--- config.mk ---
export PLATFORM = sky130hd
export DESIGN_NAME = eth_rx_watermark_irq
export DESIGN_NICKNAME = d
export VERILOG_FILES = /design/src/eth_wm_pkg.sv /design/src/eth_rx_watermark_irq.sv /design/src/level_compare.sv /design/src/flow_ctrl_fsm.sv
export SDC_FILE = /design/constraint.sdc
export NUM_CORES = 1
export LEC_CHECK = 0
export ABC_AREA = 1
export BUFFER_PORTS_ARGS = -buffer_cell sky130_fd_sc_hd__buf_2
export CORE_MARGIN = 3
export CORE_UTILIZATION = 52
export DETAILED_ROUTE_END_ITERATION = 10
export GPL_TIMING_DRIVEN = 0
export PLACE_DENSITY = 0.85
export SLEW_MARGIN = 40
export SYNTH_ARGS = -nofsm -noshare
export SYNTH_HDL_FRONTEND = slang
export SYNTH_HIERARCHICAL = 1
export SYNTH_SLANG_ARGS = --single-unit
--- constraint.sdc ---
create_clock -name clk_sys -period 2 [get_ports clk_sys]
set_input_delay 0.5 -clock clk_sys [delete_from_list [all_inputs] [get_ports clk_sys]]
set_output_delay 0.5 -clock clk_sys [all_outputs]
set_load 0.005 [all_outputs]
--- src/eth_wm_pkg.sv ---
package eth_wm_pkg;
	// Register byte offsets
	localparam logic [7:0] OFF_WATERMARKS = 8'h00;
	localparam logic [7:0] OFF_IRQ_ENABLE = 8'h04;
	localparam logic [7:0] OFF_IRQ_STATUS = 8'h08;
	localparam logic [7:0] OFF_CONTROL = 8'h0c;
	localparam logic [7:0] OFF_STATE = 8'h10;
	// Watermark field positions
	localparam int FULL_LSB = 16;
	localparam int EMPTY_LSB = 0;
	localparam int LEVEL_W = 8;
	// Interrupt source bit positions, shared by enable and status
	localparam int B_TX_BUS_ERR = 14;
	localparam int B_RX_BUS_ERR = 13;
	localparam int B_EMPTY_LVL = 9;
	localparam int B_FULL_LVL = 8;
	localparam int B_RX_DONE = 7;
	localparam int B_PKT_WAIT = 6;
	localparam int B_RX_ACT = 5;
	localparam int B_TX_DONE = 3;
	localparam int B_TX_ABORT = 2;
	localparam int B_RX_NO_DESC = 1;
	localparam int B_RX_OVERRUN = 0;
	localparam logic [31:0] IRQ_IMPL_MASK = 32'h0000_63ef;
	localparam logic [31:0] TX_SRC_MASK = 32'h0000_400c;
	localparam logic [31:0] WM_IMPL_MASK = 32'h00ff_00ff;
	localparam logic [31:0] RESET_WORD = 32'h0000_0000;
	// Control register bit
	localparam int B_AUTO_FC = 0;

	typedef struct packed {
		logic tx_bus_error;
		logic rx_bus_error;
		logic rx_complete;
		logic packet_waiting;
		logic rx_activity;
		logic tx_complete;
		logic tx_aborted;
		logic rx_no_descriptor;
		logic rx_overrun;
	} mac_events_s;

	typedef enum logic {
		FC_OFF,
		FC_ON
	} fc_state_e;
endpackage : eth_wm_pkg

--- src/eth_rx_watermark_irq.sv ---
// Chosen here: the placing of the registers and register access over APB.
`timescale 1ns/1ps
module eth_rx_watermark_irq #(
	parameter int LEVEL_WIDTH = 8
) (
	// Clock and reset
	input wire logic clk_sys,
	input wire logic srst,
	// APB slave
	input wire logic psel,
	input wire logic penable,
	input wire logic pwrite,
	input wire logic [7:0] paddr,
	input wire logic [31:0] pwdata,
	output logic [31:0] prdata,
	output logic pready,
	output logic pslverr,
	// MAC side
	input wire logic [LEVEL_WIDTH-1:0] rx_buffer_count,
	input wire eth_wm_pkg::mac_events_s mac_events,
	// Results
	output logic flow_control_on,
	output logic full_level_event,
	output logic empty_level_event,
	output logic irq
);
	import eth_wm_pkg::*;

	logic [LEVEL_WIDTH-1:0] rx_full_level_r;
	logic [LEVEL_WIDTH-1:0] rx_empty_level_r;
	logic [31:0] irq_enable_r;
	logic [31:0] irq_status_r;
	logic [31:0] irq_status_nxt;
	logic auto_fc_r;
	logic [31:0] prdata_r;
	logic at_full;
	logic at_empty;
	logic at_full_q_r;
	logic at_empty_q_r;
	logic fc_active;

	// Decode
	wire access = psel && penable;
	wire wr = access && pwrite;
	wire rd = access && !pwrite;
	wire hit_wm = (paddr == OFF_WATERMARKS);
	wire hit_en = (paddr == OFF_IRQ_ENABLE);
	wire hit_st = (paddr == OFF_IRQ_STATUS);
	wire hit_ctl = (paddr == OFF_CONTROL);
	wire hit_state = (paddr == OFF_STATE);
	wire mapped = hit_wm | hit_en | hit_st | hit_ctl | hit_state;

	assign pready = 1'b1;
	assign pslverr = access && !mapped;

	level_compare #(
		.W(LEVEL_WIDTH)
	) u_cmp (
		.count(rx_buffer_count),
		.full_level(rx_full_level_r),
		.empty_level(rx_empty_level_r),
		.at_full(at_full),
		.at_empty(at_empty)
	);

	flow_ctrl_fsm u_fc (
		.clk_sys(clk_sys),
		.srst(srst),
		.auto_en(auto_fc_r),
		.at_full(at_full),
		.at_empty(at_empty),
		.fc_active(fc_active)
	);

	// Rising edges of the level conditions raise the sticky events
	wire full_rise = at_full && !at_full_q_r;
	wire empty_rise = at_empty && !at_empty_q_r;

	// Event vector in the enable layout
	wire [31:0] event_vec = {17'h0_0000,
		mac_events.tx_bus_error, mac_events.rx_bus_error, 3'h0,
		empty_rise, full_rise,
		mac_events.rx_complete, mac_events.packet_waiting, mac_events.rx_activity, 1'b0,
		mac_events.tx_complete, mac_events.tx_aborted,
		mac_events.rx_no_descriptor, mac_events.rx_overrun};

	// Set wins over a write-one clear arriving the same cycle
	// Reading clears nothing; only a written one drops a flag
	wire [31:0] clr_vec = (wr && hit_st) ? pwdata : RESET_WORD;
	assign irq_status_nxt = ((irq_status_r & ~clr_vec) | event_vec) & IRQ_IMPL_MASK;

	// Transmit and receive gating both land on the one output line
	wire [31:0] gated = irq_status_r & irq_enable_r;
	wire tx_pending = |(gated & TX_SRC_MASK);
	wire rx_pending = |(gated & ~TX_SRC_MASK);

	wire [31:0] wm_word = ({8'h00, rx_full_level_r, 8'h00, rx_empty_level_r}) & WM_IMPL_MASK;
	wire [31:0] state_word = {29'h0, fc_active, at_empty, at_full};
	wire [31:0] rd_mux = hit_wm ? wm_word :
		hit_en ? irq_enable_r :
		hit_st ? irq_status_r :
		hit_ctl ? {31'h0, auto_fc_r} :
		hit_state ? state_word : RESET_WORD;

	always_ff @(posedge clk_sys) begin
		if (srst) begin
			rx_full_level_r <= '0;
			rx_empty_level_r <= '0;
		end else if (wr && hit_wm) begin
			rx_full_level_r <= pwdata[FULL_LSB +: LEVEL_W];
			rx_empty_level_r <= pwdata[EMPTY_LSB +: LEVEL_W];
		end
	end

	// Only implemented enable bits are stored
	always_ff @(posedge clk_sys) begin
		if (srst) begin
			irq_enable_r <= RESET_WORD;
		end else if (wr && hit_en) begin
			irq_enable_r <= pwdata & IRQ_IMPL_MASK;
		end
	end

	always_ff @(posedge clk_sys) begin
		if (srst) begin
			auto_fc_r <= 1'b0;
		end else if (wr && hit_ctl) begin
			auto_fc_r <= pwdata[B_AUTO_FC];
		end
	end

	always_ff @(posedge clk_sys) begin
		if (srst) begin
			irq_status_r <= RESET_WORD;
			// High so a level already met at release raises no event
			at_full_q_r <= 1'b1;
			at_empty_q_r <= 1'b1;
		end else begin
			irq_status_r <= irq_status_nxt;
			at_full_q_r <= at_full;
			at_empty_q_r <= at_empty;
		end
	end

	always_ff @(posedge clk_sys) begin
		if (srst) begin
			prdata_r <= RESET_WORD;
		end else if (psel && !penable && !pwrite) begin
			prdata_r <= rd_mux;
		end
	end

	// Read data latched in setup so it stays stable through access
	assign prdata = rd ? prdata_r : RESET_WORD;
	assign flow_control_on = fc_active;
	assign full_level_event = irq_status_r[B_FULL_LVL];
	assign empty_level_event = irq_status_r[B_EMPTY_LVL];
	assign irq = tx_pending | rx_pending;

	// Assertions
	full_cond_a: assert property (@(posedge clk_sys) disable iff (srst)
		(rx_buffer_count >= rx_full_level_r) && !$past(at_full) |=> full_level_event)
		else $error("full level event missing");
	empty_cond_a: assert property (@(posedge clk_sys) disable iff (srst)
		(rx_buffer_count <= rx_empty_level_r) && !$past(at_empty) |=> empty_level_event)
		else $error("empty level event missing");
	fc_on_a: assert property (@(posedge clk_sys) disable iff (srst)
		auto_fc_r && at_full && !flow_control_on |=> flow_control_on)
		else $error("flow control not enabled");
	fc_off_a: assert property (@(posedge clk_sys) disable iff (srst)
		auto_fc_r && at_empty && flow_control_on |=> !flow_control_on)
		else $error("flow control not disabled");
	fc_manual_a: assert property (@(posedge clk_sys) disable iff (srst)
		!auto_fc_r |=> !flow_control_on)
		else $error("flow control without auto mode");
	wm_gaps_a: assert property (@(posedge clk_sys) disable iff (srst)
		rd && hit_wm |-> (prdata & ~WM_IMPL_MASK) == RESET_WORD)
		else $error("watermark reserved bits set");
	en_unimpl_a: assert property (@(posedge clk_sys) disable iff (srst)
		rd && hit_en |-> (prdata & ~IRQ_IMPL_MASK) == RESET_WORD)
		else $error("unimplemented enable bit set");
	tx_gate_a: assert property (@(posedge clk_sys) disable iff (srst)
		mac_events.tx_bus_error && irq_enable_r[B_TX_BUS_ERR] |=> irq)
		else $error("tx bus error not raised");
	rx_gate_a: assert property (@(posedge clk_sys) disable iff (srst)
		mac_events.rx_overrun && irq_enable_r[B_RX_OVERRUN] |=> irq)
		else $error("rx overrun not raised");
	irq_level_a: assert property (@(posedge clk_sys) disable iff (srst)
		irq == ((irq_status_r & irq_enable_r) != RESET_WORD))
		else $error("irq mismatch");
	set_wins_a: assert property (@(posedge clk_sys) disable iff (srst)
		mac_events.rx_complete |=> irq_status_r[B_RX_DONE])
		else $error("event lost to clear");
	done_gate_a: assert property (@(posedge clk_sys) disable iff (srst)
		mac_events.tx_complete && irq_enable_r[B_TX_DONE] |=> irq)
		else $error("tx done not raised");
	wm_gate_a: assert property (@(posedge clk_sys) disable iff (srst)
		(irq_status_r[B_FULL_LVL] && irq_enable_r[B_FULL_LVL])
		|| (irq_status_r[B_EMPTY_LVL] && irq_enable_r[B_EMPTY_LVL]) |-> irq)
		else $error("enabled level event without irq");
	fc_cycle_c: cover property (@(posedge clk_sys) disable iff (srst)
		!flow_control_on ##1 flow_control_on ##[1:50] !flow_control_on);
	irq_c: cover property (@(posedge clk_sys) disable iff (srst) $rose(irq));
	clear_c: cover property (@(posedge clk_sys) disable iff (srst) wr && hit_st && irq);
	set_wins_c: cover property (@(posedge clk_sys) disable iff (srst)
		wr && hit_st && (pwdata & event_vec) != RESET_WORD);
	level_c: cover property (@(posedge clk_sys) disable iff (srst) full_rise ##[1:200] empty_rise);

	// Flow control follows the two levels only in auto mode
	fc_hold_a: assert property (@(posedge clk_sys) disable iff (srst)
		auto_fc_r && flow_control_on && !at_empty |=> flow_control_on)
		else $error("flow control dropped early");
	fc_stay_off_a: assert property (@(posedge clk_sys) disable iff (srst)
		!flow_control_on && !(auto_fc_r && at_full) |=> !flow_control_on)
		else $error("flow control raised early");
	fc_rise_a: assert property (@(posedge clk_sys) disable iff (srst)
		$rose(flow_control_on) |-> $past(auto_fc_r) && $past(at_full))
		else $error("flow control rose without cause");
	fc_fall_a: assert property (@(posedge clk_sys) disable iff (srst)
		$fell(flow_control_on) |-> $past(srst) || !$past(auto_fc_r) || $past(at_empty))
		else $error("flow control fell without cause");
	auto_write_a: assert property (@(posedge clk_sys) disable iff (srst)
		wr && hit_ctl |=> auto_fc_r == $past(pwdata[B_AUTO_FC]))
		else $error("auto mode write lost");

	// Level events only on a fresh crossing
	full_rise_a: assert property (@(posedge clk_sys) disable iff (srst)
		$rose(full_level_event) |-> $past(rx_buffer_count >= rx_full_level_r))
		else $error("full event without full level");
	empty_rise_a: assert property (@(posedge clk_sys) disable iff (srst)
		$rose(empty_level_event) |-> $past(rx_buffer_count <= rx_empty_level_r))
		else $error("empty event without empty level");

	// Register writes land and reads return them
	full_write_a: assert property (@(posedge clk_sys) disable iff (srst)
		wr && hit_wm |=> rx_full_level_r == $past(pwdata[FULL_LSB +: LEVEL_W]))
		else $error("full level write lost");
	empty_write_a: assert property (@(posedge clk_sys) disable iff (srst)
		wr && hit_wm |=> rx_empty_level_r == $past(pwdata[EMPTY_LSB +: LEVEL_W]))
		else $error("empty level write lost");
	full_read_a: assert property (@(posedge clk_sys) disable iff (srst)
		rd && hit_wm |-> prdata[FULL_LSB +: LEVEL_W] == rx_full_level_r)
		else $error("full level read wrong");
	empty_read_a: assert property (@(posedge clk_sys) disable iff (srst)
		rd && hit_wm |-> prdata[EMPTY_LSB +: LEVEL_W] == rx_empty_level_r)
		else $error("empty level read wrong");
	en_read_a: assert property (@(posedge clk_sys) disable iff (srst)
		rd && hit_en |-> prdata == irq_enable_r)
		else $error("enable read wrong");
	unmapped_a: assert property (@(posedge clk_sys) disable iff (srst)
		rd && !mapped |-> pslverr && prdata == RESET_WORD)
		else $error("unmapped read not refused");
	idle_read_a: assert property (@(posedge clk_sys) disable iff (srst)
		!rd |-> prdata == RESET_WORD)
		else $error("read data outside read access");

	// Transmit and receive sources reach the one line alike
	tx_side_a: assert property (@(posedge clk_sys) disable iff (srst)
		(irq_status_r & irq_enable_r & TX_SRC_MASK) != RESET_WORD |-> irq)
		else $error("transmit source without irq");
	rx_side_a: assert property (@(posedge clk_sys) disable iff (srst)
		(irq_status_r & irq_enable_r & ~TX_SRC_MASK) != RESET_WORD |-> irq)
		else $error("receive source without irq");

	// Per-source checks; unimplemented bits have none
	for (genvar b = 0; b < $bits(irq_status_r); b++) begin : g_src
		if (IRQ_IMPL_MASK[b]) begin : g_impl
			src_set_a: assert property (@(posedge clk_sys) disable iff (srst)
				event_vec[b] |=> irq_status_r[b])
				else $error("source flag not set");
			src_hold_a: assert property (@(posedge clk_sys) disable iff (srst)
				irq_status_r[b] && !(wr && hit_st && pwdata[b]) |=> irq_status_r[b])
				else $error("source flag dropped");
			src_clear_a: assert property (@(posedge clk_sys) disable iff (srst)
				wr && hit_st && pwdata[b] && !event_vec[b] |=> !irq_status_r[b])
				else $error("source flag not cleared");
			src_gate_a: assert property (@(posedge clk_sys) disable iff (srst)
				irq_status_r[b] && irq_enable_r[b] |-> irq)
				else $error("enabled source without irq");
			src_masked_a: assert property (@(posedge clk_sys) disable iff (srst)
				(irq_status_r & irq_enable_r) == RESET_WORD |-> !irq)
				else $error("irq without enabled source");
			en_write_a: assert property (@(posedge clk_sys) disable iff (srst)
				wr && hit_en |=> irq_enable_r[b] == $past(pwdata[b]))
				else $error("enable write lost");
		end
	end
endmodule : eth_rx_watermark_irq

--- src/level_compare.sv ---
`timescale 1ns/1ps
module level_compare #(
	parameter int W = 8
) (
	// Operands
	input wire logic [W-1:0] count,
	input wire logic [W-1:0] full_level,
	input wire logic [W-1:0] empty_level,
	// Conditions
	output logic at_full,
	output logic at_empty
);
	assign at_full = count >= full_level;
	assign at_empty = count <= empty_level;
endmodule : level_compare

--- src/flow_ctrl_fsm.sv ---
`timescale 1ns/1ps
module flow_ctrl_fsm (
	// Clock and reset
	input wire logic clk_sys,
	input wire logic srst,
	// Conditions
	input wire logic auto_en,
	input wire logic at_full,
	input wire logic at_empty,
	// Result
	output logic fc_active
);
	import eth_wm_pkg::*;
	fc_state_e state_r;
	fc_state_e state_nxt;

	always_comb begin
		state_nxt = state_r;
		unique case (state_r)
			FC_OFF: begin
				if (auto_en && at_full) begin
					state_nxt = FC_ON;
				end
			end
			FC_ON: begin
				// Leaving auto mode or reaching the empty level releases flow control
				if (!auto_en || at_empty) begin
					state_nxt = FC_OFF;
				end
			end
		endcase
	end

	always_ff @(posedge clk_sys) begin
		if (srst) begin
			state_r <= FC_OFF;
		end else begin
			state_r <= state_nxt;
		end
	end

	assign fc_active = (state_r == FC_ON);
endmodule : flow_ctrl_fsm

Yosys cells after proc, flatten, opt, wreduce, memory -nomap -nowiden --
Index checks and enable logic that the tools add are counted. Widths: inputs -> output; s select.
Word-level totals: flip-flop bits (word level) 74, input bits 62, output and inout port bits 38, word-level logic and storage cells 58
Operators by class: magnitude comparators 2, equality and inequality tests 4, mux-type cells 10, bitwise operators 10, reduce and logical (&&, ||, !) cells 23
Operator list (count):
- $mux 32 | 3
- $and 15x15->15 | 2
- $mux 15 | 2
- $reduce_or 29->1 | 1
- $eq 8x4->1 const B | 2
- $not 15->15 | 1
- $or 15x15->15 | 1
- $logic_and 1x1->1 | 13
- $eq 8x3->1 const B | 1
- $eq 8x5->1 const B | 1
- $ge 8x8->1 | 1
- $le 8x8->1 | 1
- $logic_not 8->1 | 1
- $logic_not 1->1 | 6
- $mux 3 | 2
- $or 1x1->1 | 5
- $reduce_or 3->1 | 1
- $mux 1 | 2
- $pmux 1 s2 | 1
- $logic_or 1x1->1 | 1
- $not 1->1 | 1

Longest topological paths before layout --
Gate-level depths: netlist of the first run.
depth in word-level cells 7, mapped depth 15, gate-level depth less buffers 15

By module --
The synthesis of the first run kept the hierarchy.
By module, submodules not included:
- eth_rx_watermark_irq | instances 1, cells each 409, area each 2862.7 µm², sequential area each 1221.2 µm²
- level_compare | instances 1, cells each 70, area each 427.9 µm², sequential area each 0.0 µm²
- flow_ctrl_fsm | instances 1, cells each 6, area each 40.0 µm², sequential area each 20.0 µm²

Least setup slack after synthesis of the first run --
No wires, ideal clock.
path kind in2reg, start point input rx_buffer_count[7], end point register irq_status_r[9], arrival 1575 ps, data required time 1930 ps, setup slack 355 ps, cell stages on the path 8, cell sequence ha_1 > a21o_1 > nor2_1 > nand2_1 > nand2_1 > inv_1 > or2_2 > a21oi_1
On the way: cells in the longest elaborated chain, start to end 3
Ends and longest elaborated chain:
- start, declared | line eth_rx_watermark_irq.sv:19 | input wire logic [LEVEL_WIDTH-1:0] rx_buffer_count,
- $le 8x8->1 | line level_compare.sv:14 | assign at_empty = count <= empty_level;
- named net at_empty | line eth_rx_watermark_irq.sv:37 | logic at_empty;
- $logic_and 1x1->1 | line eth_rx_watermark_irq.sv:77 | wire empty_rise = at_empty && !at_empty_q_r;
- $or 15x15->15 | line eth_rx_watermark_irq.sv:90 | assign irq_status_nxt = ((irq_status_r & ~clr_vec) | event_vec) & IRQ_IMPL_MASK;
- end signal, assigned | line eth_rx_watermark_irq.sv:139 | irq_status_r <= irq_status_nxt;
- end, declared | line eth_rx_watermark_irq.sv:32 | logic [31:0] irq_status_r;
The timed path passes the listed nets, and every way through them passes these cells. A chain may end at the register's enable or synchronous reset.

Final worst setup path of the first run --
start point input pwrite, end point output prdata[3]
On the way: cells in the longest elaborated chain, start to end 3
Ends and longest elaborated chain:
- start, declared | line eth_rx_watermark_irq.sv:12 | input wire logic pwrite,
- $logic_not 1->1 | line eth_rx_watermark_irq.sv:45 | wire rd = access && !pwrite;
- $logic_and 1x1->1 | line eth_rx_watermark_irq.sv:45
- $mux 32 | line eth_rx_watermark_irq.sv:154 | assign prdata = rd ? prdata_r : RESET_WORD;
- end, declared | line eth_rx_watermark_irq.sv:15 | output logic [31:0] prdata,
No other way between the ends.

==> results.py, run 1 <==
metrics = {
    "timing": {
        "skew_ns": 0.006578,
        "max-slew-margin-rel_pct": 60.81,
        "tightest_slew_ns": 0.5878,
        "fin_tns_setup_ns": 0,
        "min_period_over_period_pct": 95.10,
        "slew_viol_final": 0,
        "min_period_ns": 1.902,
        "finalSetupViolCount": 0,
        "fmaxAchievable_ghz": 0.5258,
        "finalHoldViolations": 0,
    },
    "die": {
        "die-area_um2": 7401,
        "ioPinCount": 100,
        "initial_utilization_pct": 54.95,
        "die_y_um": 86.03,
        "rows": 28,
        "core-area_um2": 6061,
        "die-width_um": 86.03,
    },
    "cells_and_area": {
        "nets": 659,
        "drive_gt1_share_pct": 22.56,
        "area_growth_pct": 21.60,
        "final_common_cell": "nand2_1",
        "antenna_cells": 0,
        "finalNonFillerCells": 660,
        "final_cell_mix": "92 x nand2_1, 78 x buf_2, 73 x inv_1",
    },
    "logic_synthesis": {
        "synthCells": 485,
        "ys_async_sr_fraction_pct": 0,
        "syn_area_um2": 3331,
        "ys_ff_latch": 62,
        "ys_warn_count": 6,
        "synth_edf_count": 0,
        "synth_sequential_area_ratio_pct": 37.27,
        "avgSynthCellArea_um2": 6.867,
        "synth_cell_types": 28,
        "synthFlopType": "dfxtp_1",
    },
    "clocking": {
        "clkTransAtPathRegs_ns": 0.06,
        "numCtsBuffers": 9,
        "post_cts_buffers": 0,
        "cts_tree": "yes",
        "h-tree-depth": 3,
        "cts.sinks": 62,
        "ctsRootBufferMaster": "clkbuf_8",
        "cts_buffer_depth": 2,
        "clk_latency_ns": 0.35,
    },
    "routing": {
        "drt_iter0_markers": 264,
        "dr.pass1.iters": 7,
        "viasPerCell": 5.177,
        "totalWireLength_mm": 9.041,
        "route.detailed.drc": 0,
        "routedWlPerCell_um": 13.70,
        "ant_nets": 0,
        "routed-via-count": 3417,
    },
    "min_path": {
        "holdPathEnd": "irq_status_r[14]",
        "min_path_cells": 3,
        "hold_start": "mac_events[8]",
        "hold_class": "in -> reg",
    },
    "setup_path": {
        "rr_worst_depth": 10,
        "r2r_start": "rx_empty_level_r[5]",
        "cp-end-kind": "output port",
        "cp-start-kind": "input port",
        "crit_type": "in -> out",
        "worst_ep_arrival_time_ns": 1.40,
        "r2r-end": "irq_status_r[9]",
        "rrSetupSlack_ns": 0.1,
        "crit_required_ns": 1.50,
        "cp_max_fo": 10,
    },
    "global_route": {
        "grt_pass1_vias": 3266,
        "overflow": 0,
        "grt_pass1_wl_mm": 14.59,
        "grt_max_degree": 11,
        "track_usage_pct": 25.26,
        "antenna_found_initial": 0,
    },
    "run": {
        "drv_cap": 0,
    },
    "power": {
        "max-vdd-ir-drop_mv": 0.4403,
        "p_leak_nw": 1.905,
        "powerDensity_nw_per_um2": 674.3,
    },
    "status": {
        "status": "finished clean",
    },
    "place": {
        "routabilityCongestion": 0.8760,
        "dp.cells": 645,
        "dp.final_hpwl_mm": 6.758,
        "io_buffers": 74,
    },
}
[cells in the mapped netlist, types with 3 or more instances]
cell	instances	area, um2
clkbuf_1	10	37.54
inv_1	73	274.0
ha_1	16	200.2
a211oi_1	7	52.55
nor2_4	3	33.78
nand3_1	21	105.1
nor2_2	4	25.02
nand2_1	93	349.1
o21ai_1	4	20.02
dfxtp_1	62	1241
inv_2	5	18.77
o21ai_0	38	190.2
a21oi_1	51	255.2
buf_2	4	20.02
buf_4	13	97.59
nor2_1	62	232.7
[through the flow]
stage / setup slack [ns] / hold WS, ns / instance area (um2) / total power (W) / utilization [%]
after global placement: -0.05364 / 0.4567 / 3836 / 0.001553 / 63.29
final: 0.09799 / 0.3547 / 4050 / 0.002731 / 66.82
after global routing: -0.008451 / 0.3660 / 4050 / 0.002829 / 66.82
after CTS: 0.09426 / 0.3528 / 4040 / 0.002727 / 66.66
after detailed placement: -0.06946 / 0.4570 / 3836 / 0.001564 / 63.29
after floorplan: 0.3548 / 0.4446 / 3372 / 0.001452 / -
[worst max-delay path, stage by stage]
cell	delay (ns)
buf_2	0.13
inv_1	0.11
nand3_1	0.12
clkbuf_2	0.23
nor2_1	0.17
buf_2	0.14
[kinds of logic after synthesis]
kind of cell	after synthesis	synth area share, %
flops	62	37.27
fa+ha+maj	16	6.010
simple gates	193	25.54
other cells	2	0.2255
compound gates	105	16.83
buf+inv	107	14.12
[metal layers]
metal	vias to the layer above	track usage [%]	wire (um)
met3	22	4.131	783
met1	1531	30.88	3700
li1	1703	-	-
met5	-	0	0
met4	0	12.52	187
met2	161	42.75	4371
[sequential cells by signal, indices dropped and copies added, names as in the netlist]
register / count
at_empty_q_r: 1
at_full_q_r: 1
auto_fc_r: 1
irq_enable_r: 11
irq_status_r: 11
prdata_r: 20
rx_empty_level_r: 8
rx_full_level_r: 8
u_fc/fc_active: 1
[power by group]
| group | internal (W) | switching (W) |
|---|---|---|
| combinational | 0.000109 | 0.000160 |
| sequential | 0.00126 | 0.0000180 |
| clock | 0.000688 | 0.000496 |
[final cells by class]
| cell class | instances | area [um2] |
|---|---|---|
| Fill cell | 563 | 2011 |
| Tap cell | 75 | 93.84 |
| Buffer | 29 | 178.9 |
| Clock buffer | 10 | 127.6 |
| Clock inverter | 5 | 75.07 |
| Inverter | 78 | 292.8 |
| Multi-Input combinational cell | 327 | 1670 |
| Timing Repair Buffer | 74 | 370.4 |
| Sequential cell | 62 | 1241 |
[how the worst max path moves through the flow]
stage                              from         endpoint  depth (start not counted)
floorplan            rx_buffer_count[7]  irq_status_r[9]                          8
global placement     rx_buffer_count[7]      prdata_r[0]                         11
detailed placement   rx_buffer_count[5]  irq_status_r[9]                         10
CTS                            paddr[1]          pslverr                          6
global route        rx_empty_level_r[5]  irq_status_r[9]                         10
finish                           pwrite        prdata[3]                          6
[repair_timing]
action | in CTS | in global routing
gates resized for setup | 1 | 3
hold buffers | 0 | 0
setup endpoints to repair | 1 | 3
cloned | 0 | 0
Power figures use the tool's default switching activity.
==> run 2: changes to the inputs <==
--- a/config.mk
+++ b/config.mk
@@ -11,7 +11,7 @@
 export CORE_UTILIZATION = 52
 export DETAILED_ROUTE_END_ITERATION = 10
 export GPL_TIMING_DRIVEN = 0
-export PLACE_DENSITY = 0.85
+export PLACE_DENSITY_LB_ADDON = 0.3
 export SLEW_MARGIN = 40
 export SYNTH_ARGS = -nofsm -noshare
 export SYNTH_HDL_FRONTEND = slang
==> run 2 against run 1 <==
Net effect:
- routed wire length fell by 2.6%
- via count fell by 2.3%
- first-iteration DRC count fell by 30%
- count of clock-buffer cells in the layout fell by 1
- die area did not move
- largest power group unchanged
==> results.py, run 2 (synthesized netlist as in run 1, its figures left out) <==
metrics = {
    "setup_path": {
        "cp_max_fo": 10,
        "crit_type": "in -> out",
        "crit_required_ns": 1.50,
        "rr_worst_depth": 10,
        "r2r_start": "rx_empty_level_r[5]",
        "cp-start-kind": "input port",
        "r2r-end": "irq_status_r[9]",
        "cp-end-kind": "output port",
        "rrSetupSlack_ns": 0.23,
        "worst_ep_arrival_time_ns": 1.37,
    },
    "die": {
        "initial_utilization_pct": 54.95,
        "die_y_um": 86.03,
        "die-width_um": 86.03,
        "rows": 28,
        "die-area_um2": 7401,
        "core-area_um2": 6061,
        "ioPinCount": 100,
    },
    "clocking": {
        "cts_buffer_depth": 2,
        "clk_latency_ns": 0.35,
        "clkTransAtPathRegs_ns": 0.07,
        "hold_buffers": 0,
        "post_cts_resized": 0,
        "cts_tree": "yes",
        "cts.sinks": 62,
        "h-tree-depth": 3,
        "numCtsBuffers": 9,
        "post_cts_buffers": 0,
        "ctsRootBufferMaster": "clkbuf_8",
    },
    "min_path": {
        "hold_class": "in -> reg",
        "holdPathEnd": "irq_status_r[14]",
        "min_path_cells": 3,
        "hold_start": "mac_events[8]",
    },
    "timing": {
        "finalSetupViolCount": 0,
        "rsz0062_at_grt": "false",
        "timing.final.ws_setup_ns": 0.1342,
        "max-slew-margin-rel_pct": 63.58,
        "tightest_slew_ns": 0.5462,
        "fin_tns_setup_ns": 0,
        "slew_viol_final": 0,
        "skew_ns": 0.006355,
        "min_period_over_period_pct": 93.29,
        "fmaxAchievable_ghz": 0.5360,
        "min_period_ns": 1.866,
        "finalHoldViolations": 0,
    },
    "cells_and_area": {
        "final_common_cell": "nand2_1",
        "top_register": "prdata_r",
        "nets": 659,
        "reg.largest.list": "prdata_r (20), irq_enable_r (11), irq_status_r (11)",
        "utilization_pct": 66.74,
        "final_cell_mix": "93 x nand2_1, 78 x buf_2, 73 x inv_1",
        "antenna_cells": 0,
        "largest_reg_flops": 20,
        "area_growth_pct": 21.45,
        "drive_gt1_share_pct": 22.70,
    },
    "routing": {
        "ant_nets": 0,
        "viasPerCell": 5.050,
        "route.detailed.drc": 0,
        "routedWlPerCell_um": 13.33,
        "routed-via-count": 3338,
        "drt_iter0_markers": 186,
        "totalWireLength_mm": 8.809,
        "dr.pass1.iters": 5,
    },
    "place": {
        "routabilityCongestion": 0.8716,
        "pre_cts_ws_ns": 0.005254,
        "dp.final_hpwl_mm": 6.791,
        "io_buffers": 74,
    },
    "global_route": {
        "overflow": 0,
        "grt_pass1_wl_mm": 14.49,
        "grt_pass1_vias": 3305,
        "track_usage_pct": 24.83,
        "antenna_found_initial": 0,
        "grt_max_degree": 13,
    },
    "power": {
        "powerDensity_nw_per_um2": 650.9,
        "max-vdd-ir-drop_mv": 0.4831,
        "p_leak_nw": 1.891,
    },
    "status": {
        "status": "finished clean",
    },
    "run": {
        "drv_cap": 0,
    },
}
==> run 2: worst max path at each step <==
stage / startpoint / end / slack, ns / depth (start not counted)
6_report: pwrite / prdata[3] / 0.13 / 6
5_1_grt: paddr[1] / pslverr / 0.05 / 6
4_1_cts: pwrite / prdata[3] / 0.03 / 6
3_5_place_dp: rx_buffer_count[5] / irq_status_r[9] / 0.005 / 10
3_3_place_gp: rx_buffer_count[7] / prdata_r[0] / 0.04 / 11
2_1_floorplan: rx_buffer_count[7] / irq_status_r[9] / 0.35 / 8
==> run 2: where the power goes <==
| group | leakage [nW] | switching [W] | internal, W |
|---|---|---|---|
| logic | 1.30 | 0.000154 | 0.000108 |
| clock network | 0.0914 | 0.000519 | 0.000576 |
| registers | 0.504 | 0.0000176 | 0.00126 |
==> run 2: critical path: stages <==
cell	delay [ns]
buf_2	0.13
inv_1	0.12
nand3_1	0.11
clkbuf_2	0.23
nor2_1	0.15
buf_2	0.13
==> run 2: layout make-up <==
class / instances / area, um2
fillers: 565 / 2016
multi-input cells: 327 / 1669
flip-flops and latches: 62 / 1241
repair buffers: 74 / 370.4
inverters: 78 / 292.8
plain buffers: 29 / 178.9
clock buffers: 9 / 123.9
well taps: 75 / 93.84
clock inverters: 7 / 75.07
==> run 2: metrics by stage <==
stage	cells	total power [W]	instance area (um2)	hold WS, ns
floorplan	496	0.001452	3372	0.4446
global placement	645	0.001551	3836	0.4542
detailed placement	645	0.001562	3836	0.4582
CTS	661	0.002642	4035	0.3540
global route	661	0.002740	4045	0.3784
finish	661	0.002633	4045	0.3578
==> run 2: per-layer routing <==
metal / up-vias / share of wire, % / global-route usage, %
li1: 1701 / - / -
met1: 1497 / 41 / 28.39
met2: 128 / 50 / 44.15
met3: 12 / 7.7 / 5.668
met4: 0 / 1.2 / 10.36
met5: - / 0 / 0
